===== src/core/ipeg_consts.svh =====
// offsets, field positions, reset values and counts of the event generator
`ifndef IPEG_CONSTS_SVH
`define IPEG_CONSTS_SVH

// ==========================================================
// register byte offsets
`define IPEG_OFS_NMI0      8'h00
`define IPEG_OFS_NMI1      8'h04
`define IPEG_OFS_RAISE0    8'h08
`define IPEG_OFS_RAISE1    8'h0c
`define IPEG_OFS_ACK0      8'h10
`define IPEG_OFS_ACK1      8'h14
`define IPEG_OFS_IRQ_STAT  8'h18
`define IPEG_OFS_IRQ_MASK  8'h1c

// ==========================================================
// field positions and reset values
`define IPEG_FIRE_BIT      0
`define IPEG_SRC_LSB       4
`define IPEG_SRC_MSB       31
`define IPEG_NUM_SRC       28
`define IPEG_NUM_CORES     2
`define IPEG_SRC_RESET     28'h0000000
`define IPEG_EVT_RESET     4'h0
`define IPEG_ADDR_W        8

`endif


===== src/core/ipeg_pkg.sv =====
// types shared by the event generator files
package ipeg_pkg;

  // ==========================================================
  // decoded register write
  typedef struct packed {
    logic [1:0] nmi;
    logic [1:0] raise;
    logic [1:0] ack;
    logic       stat;
    logic       mask;
  } ipeg_sel_t;

  // ==========================================================
  // one pulse per core and kind
  typedef struct packed {
    logic [1:0] nmi;
    logic [1:0] irq;
  } ipeg_evt_t;

  typedef enum logic [1:0] {
    IPEG_IDLE,
    IPEG_DONE
  } ipeg_bus_state_t;

endpackage : ipeg_pkg


===== src/core/ipeg_src_flags.sv =====
// source flags of one core with set and clear through two views
`timescale 1ns/100ps
`include "ipeg_consts.svh"

module ipeg_src_flags
  import ipeg_pkg::*;
#(
  parameter int NUM_SRC = `IPEG_NUM_SRC
) (
  input  wire logic               sys_clk_i,
  input  wire logic               srst_i,
  input  wire logic               set_en_i,
  input  wire logic               clr_en_i,
  input  wire logic [NUM_SRC-1:0] data_i,
  output logic      [NUM_SRC-1:0] flags_o
);

  // ==========================================================
  // flag storage
  always_ff @(posedge sys_clk_i) begin
    if (srst_i) begin
      flags_o <= NUM_SRC'(`IPEG_SRC_RESET);
    end else begin
      // clear applied first so a set in the same cycle wins
      flags_o <= (flags_o & ~(clr_en_i ? data_i : '0))
               | (set_en_i ? data_i : '0);
    end
  end

endmodule : ipeg_src_flags


===== src/core/ipeg_evt_status.sv =====
// sticky event status, mask and interrupt output
`timescale 1ns/100ps
`include "ipeg_consts.svh"

module ipeg_evt_status
  import ipeg_pkg::*;
(
  input  wire logic       sys_clk_i,
  input  wire logic       srst_i,
  input  wire logic [3:0] evt_i,
  input  wire logic       clr_en_i,
  input  wire logic       mask_en_i,
  input  wire logic [3:0] wdata_i,
  output logic      [3:0] status_o,
  output logic      [3:0] mask_o,
  output logic            irq_o
);

  // ==========================================================
  // status: write one clears, a new event wins
  always_ff @(posedge sys_clk_i) begin
    if (srst_i) begin
      status_o <= `IPEG_EVT_RESET;
    end else begin
      status_o <= (status_o & ~(clr_en_i ? wdata_i : 4'h0)) | evt_i;
    end
  end

  always_ff @(posedge sys_clk_i) begin
    if (srst_i) begin
      mask_o <= `IPEG_EVT_RESET;
    end else if (mask_en_i) begin
      mask_o <= wdata_i;
    end
  end

  assign irq_o = |(status_o & mask_o);

endmodule : ipeg_evt_status


===== src/core/ipeg_core.sv =====
// interprocessor event generator with avalon-mm register slave
`timescale 1ns/100ps
`include "ipeg_consts.svh"

// ==========================================================
// Overview of operation
// - writing one to bit 0 of nmi register x pulses nmi to core x
// - writing zero there does nothing; reads return zero, no side effect
// - two nmi, two raise and two acknowledge registers, one per core
// - writing one to raise bit 0 pulses core irq; bit reads zero
// - ones in raise bits 31..4 set the shared source flags
// - ones in acknowledge bits 31..4 clear the shared source flags
// - both views read the same single flag per source
// - each core holds 28 independent source flags at bits 31..4
// - flags reset to zero; reserved low bits read zero
// - any bus master may write these registers
module ipeg_core
  import ipeg_pkg::*;
#(
  parameter int NUM_SRC = `IPEG_NUM_SRC
) (
  input  wire logic                    sys_clk_i,
  input  wire logic                    srst_i,
  input  wire logic [`IPEG_ADDR_W-1:0] avs_address_i,
  input  wire logic                    avs_read_i,
  input  wire logic                    avs_write_i,
  input  wire logic [31:0]             avs_writedata_i,
  input  wire logic [3:0]              avs_byteenable_i,
  output logic      [31:0]             avs_readdata_o,
  output logic                         avs_waitrequest_o,
  output logic      [1:0]              nmi_pulse_o,
  output logic      [1:0]              core_irq_pulse_o,
  output logic                         irq_o
);

  // ==========================================================
  // declarations
  ipeg_bus_state_t        state;
  ipeg_bus_state_t        next_state;
  ipeg_sel_t              wsel;
  ipeg_evt_t              evt;
  // transfer qualifiers and strobes
  logic                   req_any;
  logic                   data_phase;
  logic                   wr_acc;
  logic                   rd_load;
  logic                   full_word;
  logic                   fire_bit;
  logic                   stat_clr;
  logic                   mask_wr;
  logic [1:0]             nmi_fire;
  logic [1:0]             irq_fire;
  logic [1:0]             set_sel;
  logic [1:0]             clr_sel;
  // pulse and flag state
  logic [1:0]             nmi_q;
  logic [1:0]             irq_q;
  logic [NUM_SRC-1:0]     src_data;
  logic [NUM_SRC-1:0]     flags [2];
  logic [3:0]             evt_vec;
  logic [3:0]             low_wdata;
  logic [3:0]             status;
  logic [3:0]             mask;
  // read path
  logic                   src_rd [2];
  logic [31:0]            src_words [2];
  logic [31:0]            stat_word;
  logic [31:0]            mask_word;
  logic [31:0]            next_rdata;

  function automatic ipeg_sel_t decode(input logic [`IPEG_ADDR_W-1:0] a);
    ipeg_sel_t s;
    s = '0;
    if (a == `IPEG_OFS_NMI0) begin
      s.nmi[0] = 1'b1;
    end else if (a == `IPEG_OFS_NMI1) begin
      s.nmi[1] = 1'b1;
    end else if (a == `IPEG_OFS_RAISE0) begin
      s.raise[0] = 1'b1;
    end else if (a == `IPEG_OFS_RAISE1) begin
      s.raise[1] = 1'b1;
    end else if (a == `IPEG_OFS_ACK0) begin
      s.ack[0] = 1'b1;
    end else if (a == `IPEG_OFS_ACK1) begin
      s.ack[1] = 1'b1;
    end else if (a == `IPEG_OFS_IRQ_STAT) begin
      s.stat = 1'b1;
    end else if (a == `IPEG_OFS_IRQ_MASK) begin
      s.mask = 1'b1;
    end
    return s;
  endfunction : decode

  // ==========================================================
  // source view decode; raise and acknowledge share one flag set
  function automatic logic is_src_view(input logic [`IPEG_ADDR_W-1:0] a,
                                       input int                      core);
    logic hit;
    hit = 1'b0;
    if (core == 0) begin
      hit = (a == `IPEG_OFS_RAISE0) || (a == `IPEG_OFS_ACK0);
    end else if (core == 1) begin
      hit = (a == `IPEG_OFS_RAISE1) || (a == `IPEG_OFS_ACK1);
    end
    return hit;
  endfunction : is_src_view

  // ==========================================================
  // read word of one source view; low four bits are never stored
  // view width follows NUM_SRC; only 28 fills the word exactly
  function automatic logic [31:0] src_word(input logic [NUM_SRC-1:0] f);
    logic [31:0] wd;
    wd = 32'h00000000;
    wd[`IPEG_SRC_MSB:`IPEG_SRC_LSB] = f;
    return wd;
  endfunction : src_word

  // ==========================================================
  // offsets that answer with a register; all others read zero
  function automatic logic is_mapped(input logic [`IPEG_ADDR_W-1:0] a);
    logic hit;
    hit = 1'b0;
    if (a <= `IPEG_OFS_IRQ_MASK && a[1:0] == 2'h0) begin
      hit = 1'b1;
    end
    return hit;
  endfunction : is_mapped

  // ==========================================================
  // bus handshake: one wait cycle, then accept
  always_comb begin
    next_state = state;
    case (state)
      IPEG_IDLE: begin
        if (req_any) begin
          next_state = IPEG_DONE;
        end
      end
      default: begin
        // the data phase lasts one cycle, so held requests alternate
        next_state = IPEG_IDLE;
      end
    endcase
  end

  always_ff @(posedge sys_clk_i) begin
    if (srst_i) begin
      state <= IPEG_IDLE;
    end else begin
      state <= next_state;
    end
  end

  // ==========================================================
  // transfer qualifiers
  assign req_any           = avs_read_i || avs_write_i;
  assign data_phase        = (state == IPEG_DONE);
  assign avs_waitrequest_o = req_any && !data_phase;
  // any master's write is accepted alike
  assign wr_acc            = avs_write_i && data_phase;
  // read word is captured in the wait cycle so it stands when wait drops
  assign rd_load           = avs_read_i && !data_phase;
  // partial word writes are ignored; fire bits live in lane 0 only
  assign full_word         = &avs_byteenable_i;
  assign fire_bit          = avs_writedata_i[`IPEG_FIRE_BIT];
  assign src_data          = avs_writedata_i[`IPEG_SRC_MSB:`IPEG_SRC_LSB];
  assign low_wdata         = avs_writedata_i[3:0];

  // unmapped offsets never raise a strobe
  always_comb begin
    wsel = (wr_acc && full_word && is_mapped(avs_address_i)) ? decode(avs_address_i) : '0;
  end

  // ==========================================================
  // named strobes of the decoded write
  // a zero in the fire bit leaves both pulse kinds low
  assign nmi_fire = wsel.nmi & {2{fire_bit}};
  assign irq_fire = wsel.raise & {2{fire_bit}};
  assign set_sel  = wsel.raise;
  assign clr_sel  = wsel.ack;
  assign stat_clr = wsel.stat;
  assign mask_wr  = wsel.mask;

  // ==========================================================
  // nmi pulses, one cycle after acceptance
  always_ff @(posedge sys_clk_i) begin
    if (srst_i) begin
      nmi_q <= 2'h0;
    end else begin
      // registered so the pulse never glitches with the bus
      nmi_q <= nmi_fire;
    end
  end

  // ==========================================================
  // core irq pulses, one cycle after acceptance
  always_ff @(posedge sys_clk_i) begin
    if (srst_i) begin
      irq_q <= 2'h0;
    end else begin
      irq_q <= irq_fire;
    end
  end

  assign evt              = {nmi_q, irq_q};
  assign nmi_pulse_o      = evt.nmi;
  assign core_irq_pulse_o = evt.irq;

  // ==========================================================
  // status order: nmi core 0, nmi core 1, irq core 0, irq core 1
  assign evt_vec = {evt.irq[1], evt.irq[0], evt.nmi[1], evt.nmi[0]};

  // ==========================================================
  // per-core source flags, meaning left to software
  genvar c;
  generate
    for (c = 0; c < `IPEG_NUM_CORES; c++) begin : g_core
      ipeg_src_flags #(.NUM_SRC(NUM_SRC)) u_flags (
        .sys_clk_i (sys_clk_i),
        .srst_i    (srst_i),
        .set_en_i  (set_sel[c]),
        .clr_en_i  (clr_sel[c]),
        .data_i    (src_data),
        .flags_o   (flags[c])
      );
    end
  endgenerate

  // ==========================================================
  // which core's source view a read addresses
  // one decode per core keeps the two views aligned
  genvar v;
  generate
    for (v = 0; v < `IPEG_NUM_CORES; v++) begin : g_view
      assign src_rd[v] = is_src_view(avs_address_i, v);
    end
  endgenerate

  // ==========================================================
  // read words of the two source views
  genvar k;
  generate
    for (k = 0; k < `IPEG_NUM_CORES; k++) begin : g_word
      assign src_words[k] = src_word(flags[k]);
    end
  endgenerate

  // ==========================================================
  // read words of event status and mask; upper bits unused
  assign stat_word = {28'h0000000, status};
  assign mask_word = {28'h0000000, mask};

  // ==========================================================
  // event status and interrupt
  // status events win over a clear written in the same cycle
  ipeg_evt_status u_status (
    .sys_clk_i (sys_clk_i),
    .srst_i    (srst_i),
    .evt_i     (evt_vec),
    .clr_en_i  (stat_clr),
    .mask_en_i (mask_wr),
    .wdata_i   (low_wdata),
    .status_o  (status),
    .mask_o    (mask),
    .irq_o     (irq_o)
  );

  // ==========================================================
  // read mux; fire bits and reserved bits read zero
  always_comb begin
    next_rdata = 32'h00000000;
    if (avs_address_i == `IPEG_OFS_NMI0) begin
      // a fire bit keeps no state, so the whole word reads zero
      next_rdata = 32'h00000000;
    end else if (avs_address_i == `IPEG_OFS_NMI1) begin
      next_rdata = 32'h00000000;
    end else if (src_rd[0]) begin
      next_rdata = src_words[0];
    end else if (src_rd[1]) begin
      next_rdata = src_words[1];
    end else if (avs_address_i == `IPEG_OFS_IRQ_STAT) begin
      next_rdata = stat_word;
    end else if (avs_address_i == `IPEG_OFS_IRQ_MASK) begin
      next_rdata = mask_word;
    end else begin
      // unmapped offsets read zero as well
      next_rdata = 32'h00000000;
    end
  end

  // ==========================================================
  // read data register; stands until the next read
  // loaded in the wait cycle, so it stands at the accepting edge
  always_ff @(posedge sys_clk_i) begin
    if (srst_i) begin
      avs_readdata_o <= 32'h00000000;
    end else if (rd_load) begin
      avs_readdata_o <= next_rdata;
    end
  end

endmodule : ipeg_core


===== config.mk =====
export PLATFORM = sky130hd
export DESIGN_NAME = ipeg_core
export DESIGN_NICKNAME = d
export VERILOG_FILES = /design/src/core/ipeg_pkg.sv /design/src/core/ipeg_src_flags.sv /design/src/core/ipeg_evt_status.sv /design/src/core/ipeg_core.sv
export VERILOG_INCLUDE_DIRS = /design/src /design/src/core
export SDC_FILE = /design/constraint.sdc
export NUM_CORES = 1
export LEC_CHECK = 0
export BUFFER_PORTS_ARGS = -buffer_cell sky130_fd_sc_hd__buf_2
export CORE_MARGIN = 2
export CORE_UTILIZATION = 55
export CTS_BUF_LIST = sky130_fd_sc_hd__clkbuf_8 sky130_fd_sc_hd__clkbuf_16
export CTS_CLUSTER_DIAMETER = 150
export DETAILED_ROUTE_END_ITERATION = 8
export PLACE_DENSITY = 0.83
export SLEW_MARGIN = 20
export SYNTH_ARGS = -nofsm -noshare
export SYNTH_HDL_FRONTEND = slang
export SYNTH_SLANG_ARGS = --single-unit

===== constraint.sdc =====
create_clock -name sys_clk_i -period 1.5 [get_ports sys_clk_i]
set_input_delay 0 -clock sys_clk_i [delete_from_list [all_inputs] [get_ports sys_clk_i]]
set_output_delay 0 -clock sys_clk_i [all_outputs]
set_load 0.01 [all_outputs]

After elaboration in Yosys (flattened, before gate mapping)
Cells that the tools add are included.

Bits in registers: 101. Input port bits: 48. Word-level logic and storage cells: 76.

Magnitude comparators: 1. Eq/ne operators: 7. Multiplexer cells: 31. Bitwise operators: 13. Reductions and logical operators: 16.

Operators by type and width (count): 32-bit 2-to-1 mux (4); 28-bit 2-to-1 mux (4); 28-bit AND (2); 28-bit inverter (2); 28-bit bitwise OR (2); 8-bit by 5-bit equality test with 1-bit output, second input constant (4); 4-bit 2-to-1 mux (5); 8-bit by 4-bit equality test with 1-bit output, second input constant (2); 1-bit 2-to-1 mux (13); 6-bit 2-to-1 mux (2); 4-bit AND (2); 8-bit by 3-bit equality test with 1-bit output, second input constant (1); 8-bit by 5-bit <= comparator with 1-bit output, second input constant (1); 8-bit logical NOT (1); 8-bit 2-to-1 mux (1); 1-bit logical AND (6); 2-bit AND (2); 2-bit logical NOT (2); 2-bit 2-to-1 mux (2); 4-bit inverter (1); 4-bit bitwise OR (1); 4-bit AND reduction (1); 4-bit OR reduction (1); 1-bit logical OR (3); 3 further kinds (3).

Logic depth before layout (Yosys ltp)
Gate-level depths: netlist (run 1).

Depth in word-level cells: 14. Depth in mapped cells: 7.

By module
From an unflattened synthesis (run 1), not the netlist that was laid out.

Cell total of the unflattened synthesis: 422. Area, all modules: 4455.5 µm².

Modules (own cells, without submodules): ipeg_src_flags (instances 2, cells an instance 121, area an instance 1227.4 µm²); ipeg_core (instances 1, cells an instance 147, area an instance 1685.4 µm²); ipeg_evt_status (instances 1, cells an instance 33, area an instance 315.3 µm²).

Worst setup path after synthesis (run 1)
No wires, ideal clock.

Kind: register to register. Start: reg state[0]. End: reg g_core[0].u_flags.flags_o[20]. Data arrival time: 1304 ps. Slack: 82 ps. Cell stages (with the launch flop): 7. Path buffers: 2. Period minus slack after synthesis: 1418 ps. Cell sequence: dfxtp_1 -> and4_1 -> and4_1 -> buf_2 -> buf_2 -> a311oi_1 -> a21o_1.

Longest elaborated chain between the ends: 8.

Ends and longest elaborated chain: from (decl) (line ipeg_core.sv:38) `ipeg_bus_state_t state;`; from (signal assigned) (line ipeg_core.sv:150) `state <= next_state;`; 1-bit logical AND * (line ipeg_core.sv:160) `assign wr_acc = avs_write_i && data_phase;`; 1-bit logical AND * (2 in a row) (line ipeg_core.sv:171) `wsel = (wr_acc && full_word && is_mapped(avs_address_i)) ? decode(avs_address_i) : '0;`; 8-bit 2-to-1 mux * (line ipeg_core.sv:171); 28-bit 2-to-1 mux (line ipeg_src_flags.sv:25) `flags_o <= (flags_o & ~(clr_en_i ? data_i : '0))`; 28-bit inverter (line ipeg_src_flags.sv:25); 28-bit AND (line ipeg_src_flags.sv:25); 28-bit bitwise OR * (line ipeg_src_flags.sv:26) `| (set_en_i ? data_i : '0);`; to (signal assigned) (line ipeg_src_flags.sv:22) `` flags_o <= NUM_SRC'(`IPEG_SRC_RESET); ``; to (signal assigned) (line ipeg_src_flags.sv:25); to (decl) (line ipeg_src_flags.sv:15) `output logic [NUM_SRC-1:0] flags_o`.

Every way passes the cells marked *; elsewhere a longest branch is shown, timed or not. A chain may end at the register's enable or synchronous reset.

Worst setup path after layout (run 1)
Start: reg state[0]. End: reg g_core[1].u_flags.flags_o[26].

Longest elaborated chain between the ends: 8.

Ends and longest elaborated chain (line): 1-bit logical AND * (ipeg_core.sv:160); 1-bit logical AND * (2 in a row) (ipeg_core.sv:171); 8-bit 2-to-1 mux * (ipeg_core.sv:171); 28-bit 2-to-1 mux (ipeg_src_flags.sv:25); 28-bit inverter (ipeg_src_flags.sv:25); 28-bit AND (ipeg_src_flags.sv:25); 28-bit bitwise OR * (ipeg_src_flags.sv:26); to (signal assigned) (ipeg_src_flags.sv:22); to (signal assigned) (ipeg_src_flags.sv:25); to (decl) (ipeg_src_flags.sv:15).

Marked as above.

==> out/metrics.csv, run 1 <==
metric,value,unit
cts_sinks,101,
synth_area,4300,µm²
critPathLaunchType,flop,
maxCapViolations,0,
pre_cts_ws,-0.0940,ns
synth_edf_count,0,
synth_warnings,0,
critical-path-max-stage-delay,0.37,ns
cp_data_arrival_time,1.84,ns
relSlewSlack,0.664,
ant_nets,0,
hpwl,7010,µm
fin_hold_ws,0.0373,ns
violations,setup timing,
final_hold_viol_count,0,
required,1.78,ns
syn_nets,509,
die_h,92.4,µm
tns,-1.23,ns
drv_slew,0,
peakVddDrop,615,µV
io_pins,86,
crit_slowest_cell,dfxtp_2,
routedWlPerCell,17.7,µm
ys_types,30,
status,"complete, but fails checks",
drive_above_1_share,0.246,
drt_first_iter_violations,317,
via_count,4151,
crit_path_frequent_cell,and4_4,
p_per_area,847,nW/µm²
synth_top_flop_cell,dfxtp_1,
syn_area_per_cell,9.33,µm²
power,4.74,mW
async_reset_ff_frac,0,
clk_pin_slew,0.10,ns
route.detailed.drc,0,
grt_pass1_vias,3823,
htreeDepth,3,
syn_to_final_growth,30.0,%
fillCellCount,524,
grt_overflow,0,
cts_buffer_depth,2,
place.gp.congestion,0.765,
crit_family,simple AND/OR/NAND/NOR gates,
root_buffer,clkbuf_8,
grt_pass1_wl,18100,µm
clkLatencyLatePin,0.38,ns
antennaDiodeCount,0,
skew,0.0142,ns
die_w,92.4,µm
worst_pin_slew,0.504,ns
io_buffers,85,
path_cells,and4_4 -> and4_4 -> clkbuf_16 -> a311oi_1 -> a21o_1,
grt_usage,0.268,
path_class,flop to flop,
ff2ff_setup_slack,-0.06,ns
synthCells,461,
grt_max_degree,46,
p_leak,2.62,nW
crit_path_max_fanout,17,
antenna_found_initial,0,
synth-seq-cells,101,
fmax,0.641,GHz
dr.pass1.iters,6,
path_buf_inv,1,
coreArea,7650,µm²
seq_area_frac_synth,0.470,
wirelength,12200,µm
dieArea,8540,µm²
final_common_cell,dfxtp_1,
cts_tree,built,
regArea,2020,µm²
rsz0062_at_grt,yes,
final_net_count,632,
endpoint_kind,flop,
min_period,1.56,ns
via_per_inst,6.01,
cts_buffers,9,
hold_class,input pin to flop,
setup_violations,52,
layout_common_cells,"dfxtp_1, buf_2, inv_1, a21o_1, a311oi_1",
timing.final.ws_setup,-0.0608,ns
fin_util,0.731,
core.rowCount,32,
start_util,0.562,
finalCritPeriodShare,1.04,
multi_input_area,1950,µm²
-- cells by family after synthesis --
family          count (synthesis)  synth area share
flops                         101             0.470
compound gates                154             0.262
buf+inv                        93            0.0940
simple gates                   80            0.0975
xor+xnor                        1           0.00204
mux                            32            0.0745
-- cells in the mapped netlist (4+ instances only) --
library cell    n  area share
o21ai_0        32       0.037
dfxtp_1       101        0.47
buf_2          20       0.023
clkbuf_1        8      0.0070
inv_1          57       0.050
nor2_1         11      0.0096
a21o_1         56       0.098
or3_1           5      0.0073
nand4_1         6      0.0087
mux2i_1        32       0.074
buf_4           4      0.0070
nor3_1          5      0.0058
and4b_1         4      0.0093
a21oi_1         8      0.0093
a311oi_1       56        0.11
nand2_1        35       0.031
-- path summary, 6_finish.rpt --
kind | from | to | cells past startpoint
min reg2reg | avs_readdata_o[2] | avs_readdata_o[2] | 2
max reg2reg | state[0] | g_core[1].u_flags.flags_o[26] | 5
min | avs_address_i[3] | nmi_pulse_o[1] | 2
max | state[0] | g_core[1].u_flags.flags_o[26] | 5
-- flip-flops by register name, indices dropped and copies added, names as in the netlist --
signal and cells:
avs_readdata_o 32, core_irq_pulse_o 2, g_core.u_flags.flags_o 56, nmi_pulse_o 2, state 1, u_status.mask_o 4
u_status.status_o 4
-- per-layer routing --
| metal | GRT usage | part of all wire | up-vias |
|---|---|---|---|
| li1 | - | - | 1905 |
| met3 | 0.0456 | 0.077 | 31 |
| met4 | 0.124 | 0.027 | 0 |
| met2 | 0.465 | 0.50 | 218 |
| met5 | 0 | 0 | - |
| met1 | 0.322 | 0.39 | 1997 |
-- repair_timing --
| action | 4_1_cts | 5_1_grt |
|---|---|---|
| cloned | 2 | 3 |
| hold buffers | 35 | 0 |
| hold endpoints to repair | 69 | 0 |
| gates resized for setup | 12 | 16 |
| endpoints found under the setup margin | 87 | 89 |
| pin swaps | 4 | 19 |
| setup buffers | 3 | 0 |
-- layout make-up --
cell class / count / share of cell area
Sequential cell: 101 / 0.362
Timing Repair Buffer: 148 / 0.195
Inverter: 57 / 0.0383
Tap cell: 102 / 0.0228
Multi-Input combinational cell: 267 / 0.348
Clock buffer: 11 / 0.0271
Clock inverter: 5 / 0.00627
-- per-stage QoR --
stage	std cells	instance area, µm²
5_1_grt	691	5590
3_5_place_dp	632	4860
4_1_cts	688	5460
2_1_floorplan	461	4300
3_3_place_gp	632	4860
6_report	691	5590
-- report_power, final --
group	switching (mW)	internal, mW	total [mW]
Combinational	0.221	0.164	0.386
Clock	0.967	0.699	1.67
Sequential	0.00233	2.68	2.68
(Power assumes the default switching activity.)
==> run 2: changes to the inputs <==
--- a/config.mk
+++ b/config.mk
@@ -6,13 +6,13 @@
 export SDC_FILE = /design/constraint.sdc
 export NUM_CORES = 1
 export LEC_CHECK = 0
-export BUFFER_PORTS_ARGS = -buffer_cell sky130_fd_sc_hd__buf_2
 export CORE_MARGIN = 2
 export CORE_UTILIZATION = 55
 export CTS_BUF_LIST = sky130_fd_sc_hd__clkbuf_8 sky130_fd_sc_hd__clkbuf_16
 export CTS_CLUSTER_DIAMETER = 150
 export DETAILED_ROUTE_END_ITERATION = 8
-export PLACE_DENSITY = 0.83
+export DONT_BUFFER_PORTS = 1
+export PLACE_DENSITY = 0.73
 export SLEW_MARGIN = 20
 export SYNTH_ARGS = -nofsm -noshare
 export SYNTH_HDL_FRONTEND = slang
==> run 2 against run 1 <==
Effect of this change:
- the flow still finishes with violations (setup timing)
- worst hold slack worse by 0.029 ns
- register-to-register slack worse by 0.03 ns
- sequential share of layout area is 0.76 points higher
- final cell count is 11% lower
- non-clock buffer count is 74 lower
- flip-flop and latch count stayed put
- die area stayed put
- first-iteration DRC count is 56% lower
- worst setup slack worse by 0.027 ns
- utilization is 1.4 points lower
- critical path type unchanged
==> out/metrics.csv, run 2 (same netlist as run 1, synthesis figures left out) <==
metric,value,unit,change
dr.pass1.iters,5,,-1
path_class,flop to flop,,
core.rowCount,32,,unchanged
rsz0062_at_grt,yes,,
hpwl,6150,µm,-12%
required,1.82,ns,+0.04 ns
antenna_found_initial,0,,unchanged
final_net_count,558,,-12%
cts_buffer_depth,2,,unchanged
cp_data_arrival_time,1.90,ns,+0.06 ns
reg_top3,"g_core.u_flags.flags_o: 56 flops, avs_readdata_o: 32 flops",,
dieArea,8540,µm²,unchanged
drt_first_iter_violations,140,,-56%
drv_slew,0,,unchanged
pre_cts_ws,0.000411,ns,+0.0944 ns
grt_max_degree,71,,+54%
io_buffers,0,,-100%
drive_above_1_share,0.157,,-0.0889
root_buffer,clkbuf_8,,
worst_pin_slew,0.390,ns,-0.114 ns
reg2reg_depth,6,,+1
place.gp.congestion,0.757,,-1.1%
finalCritPeriodShare,1.06,,+0.0182
tns,-2.43,ns,-1.20 ns
grt_pass1_vias,3624,,-5.2%
layout_common_cells,"dfxtp_1, inv_1, a21o_1, a311oi_1, dlygate4sd3_1",,
die_h,92.4,µm,unchanged
crit_end,g_core[0].u_flags.flags_o[21],,
fmax,0.630,GHz,-1.7%
drt-met1-wl,4790,µm,+0.23%
status,"complete, but fails checks",,
p_per_area,854,nW/µm²,+0.86%
io_pins,86,,unchanged
maxCapViolations,0,,unchanged
timing.final.ws_setup,-0.0881,ns,-0.0273 ns
route.detailed.drc,0,,unchanged
hold_class,input pin to flop,,
ff2ff_setup_slack,-0.09,ns,-0.03 ns
die_w,92.4,µm,unchanged
min_period,1.59,ns,+0.0273 ns
fillCellCount,573,,+9.4%
largest_reg_flops,56,,unchanged
top_register,g_core.u_flags.flags_o,,
cts_buffers,9,,unchanged
via_count,3702,,-11%
ant_nets,0,,unchanged
cts_sinks,101,,unchanged
skew,0.00980,ns,-0.00441 ns
clkLatencyLatePin,0.36,ns,-0.02 ns
peakVddDrop,581,µV,-5.5%
setup_violations,58,,+12%
fin_util,0.717,,-0.0141
grt_usage,0.247,,-0.0209
antennaDiodeCount,0,,unchanged
crit_path_start,state[0],,
grt_pass1_wl,17000,µm,-6.1%
rr_startpoint,state[0],,
relSlewSlack,0.740,,+0.0755
wirelength,11300,µm,-7.2%
endpoint_kind,flop,,
r2r-end,g_core[0].u_flags.flags_o[21],,
p_leak,2.33,nW,-11%
met3_length,692,µm,-27%
crit_path_max_fanout,5,,-12
via_per_inst,6.00,,-0.12%
final_hold_viol_count,0,,unchanged
clk_pin_slew,0.11,ns,about the same
violations,setup timing,,
wl_met2,5670,µm,-8.1%
routedWlPerCell,18.4,µm,+3.9%
critPathLaunchType,flop,,
start_util,0.562,,unchanged
top_layer,met4,,
coreArea,7650,µm²,unchanged
htreeDepth,3,,unchanged
cts_tree,built,,
syn_to_final_growth,27.5,%,
final_common_cell,dfxtp_1,,
grt_overflow,0,,unchanged
-- run 2: changes by cell type in the layout (fill, tap and decap cells not counted), sizes merged --
| cell | delta |
|---|---|
| buf | -81 |
| clkbuf | +2 |
| clkinv | -1 |
| dlygate4sd3 | +3 |
| inv | +3 |
-- run 2: cell type report --
cell class	count	area, µm²	area share
sequential	101	2030	0.369
multi-input combinational	267	2020	0.368
timing repair buffer	74	910	0.166
inverter	57	214	0.0390
tap	102	128	0.0233
clock buffer	9	124	0.0226
clock inverter	7	62.6	0.0114
-- run 2: how the worst min path moves through the flow --
stage | slack [ns] | cells past startpoint | from | to
floorplan | 0.11 | 1 | avs_writedata_i[4] | g_core[0].u_flags.flags_o[0]
global placement | 0.08 | 1 | srst_i | avs_readdata_o[3]
detailed placement | 0.08 | 1 | srst_i | avs_readdata_o[3]
CTS | 0.0009 | 3 | avs_address_i[2] | avs_readdata_o[2]
global route | 0.02 | 3 | avs_address_i[2] | avs_readdata_o[2]
finish | 0.008 | 3 | avs_address_i[3] | u_status.mask_o[1]
-- run 2: repair_timing --
item | in CTS | in global routing
buffers inserted | 0 | 5
resized for setup | 3 | 43
endpoints found under the hold margin | 101 | 0
gates cloned | 1 | 11
hold buffers | 40 | 0
pin swaps | 2 | 34
setup endpoints to repair | 18 | 95
-- run 2: routing by layer --
metal | GRT usage | vias to the layer above
li1 | - | 1761
met1 | 0.316 | 1802
met3 | 0.0431 | 17
met5 | 0 | -
met4 | 0.0920 | 0
met2 | 0.415 | 122
-- run 2: worst max-delay path, stage by stage, from the launching register on --
cell	delay, ns
dfxtp_4	0.37
and4_4	0.22
nand4_1	0.22
nor3b_4	0.32
buf_6	0.16
buf_4	0.14
a21o_1	0.11
-- run 2: stage by stage --
stage                     instance area, µm²  hold WS [ns]  std cells  power (mW)
after floorplan                         4300         0.110        461        2.88
after global placement                  4410        0.0757        544        2.86
after detailed placement                4410        0.0769        544        2.86
after CTS                               5060      0.000855        601        4.68
after global routing                    5480        0.0216        617        4.83
final                                   5480       0.00834        617        4.68
-- run 2: power breakdown --
group | switching, mW | internal, mW
sequential | 0.00224 | 2.68
combinational | 0.195 | 0.135
clock | 1.02 | 0.646
total | 1.22 | 3.46
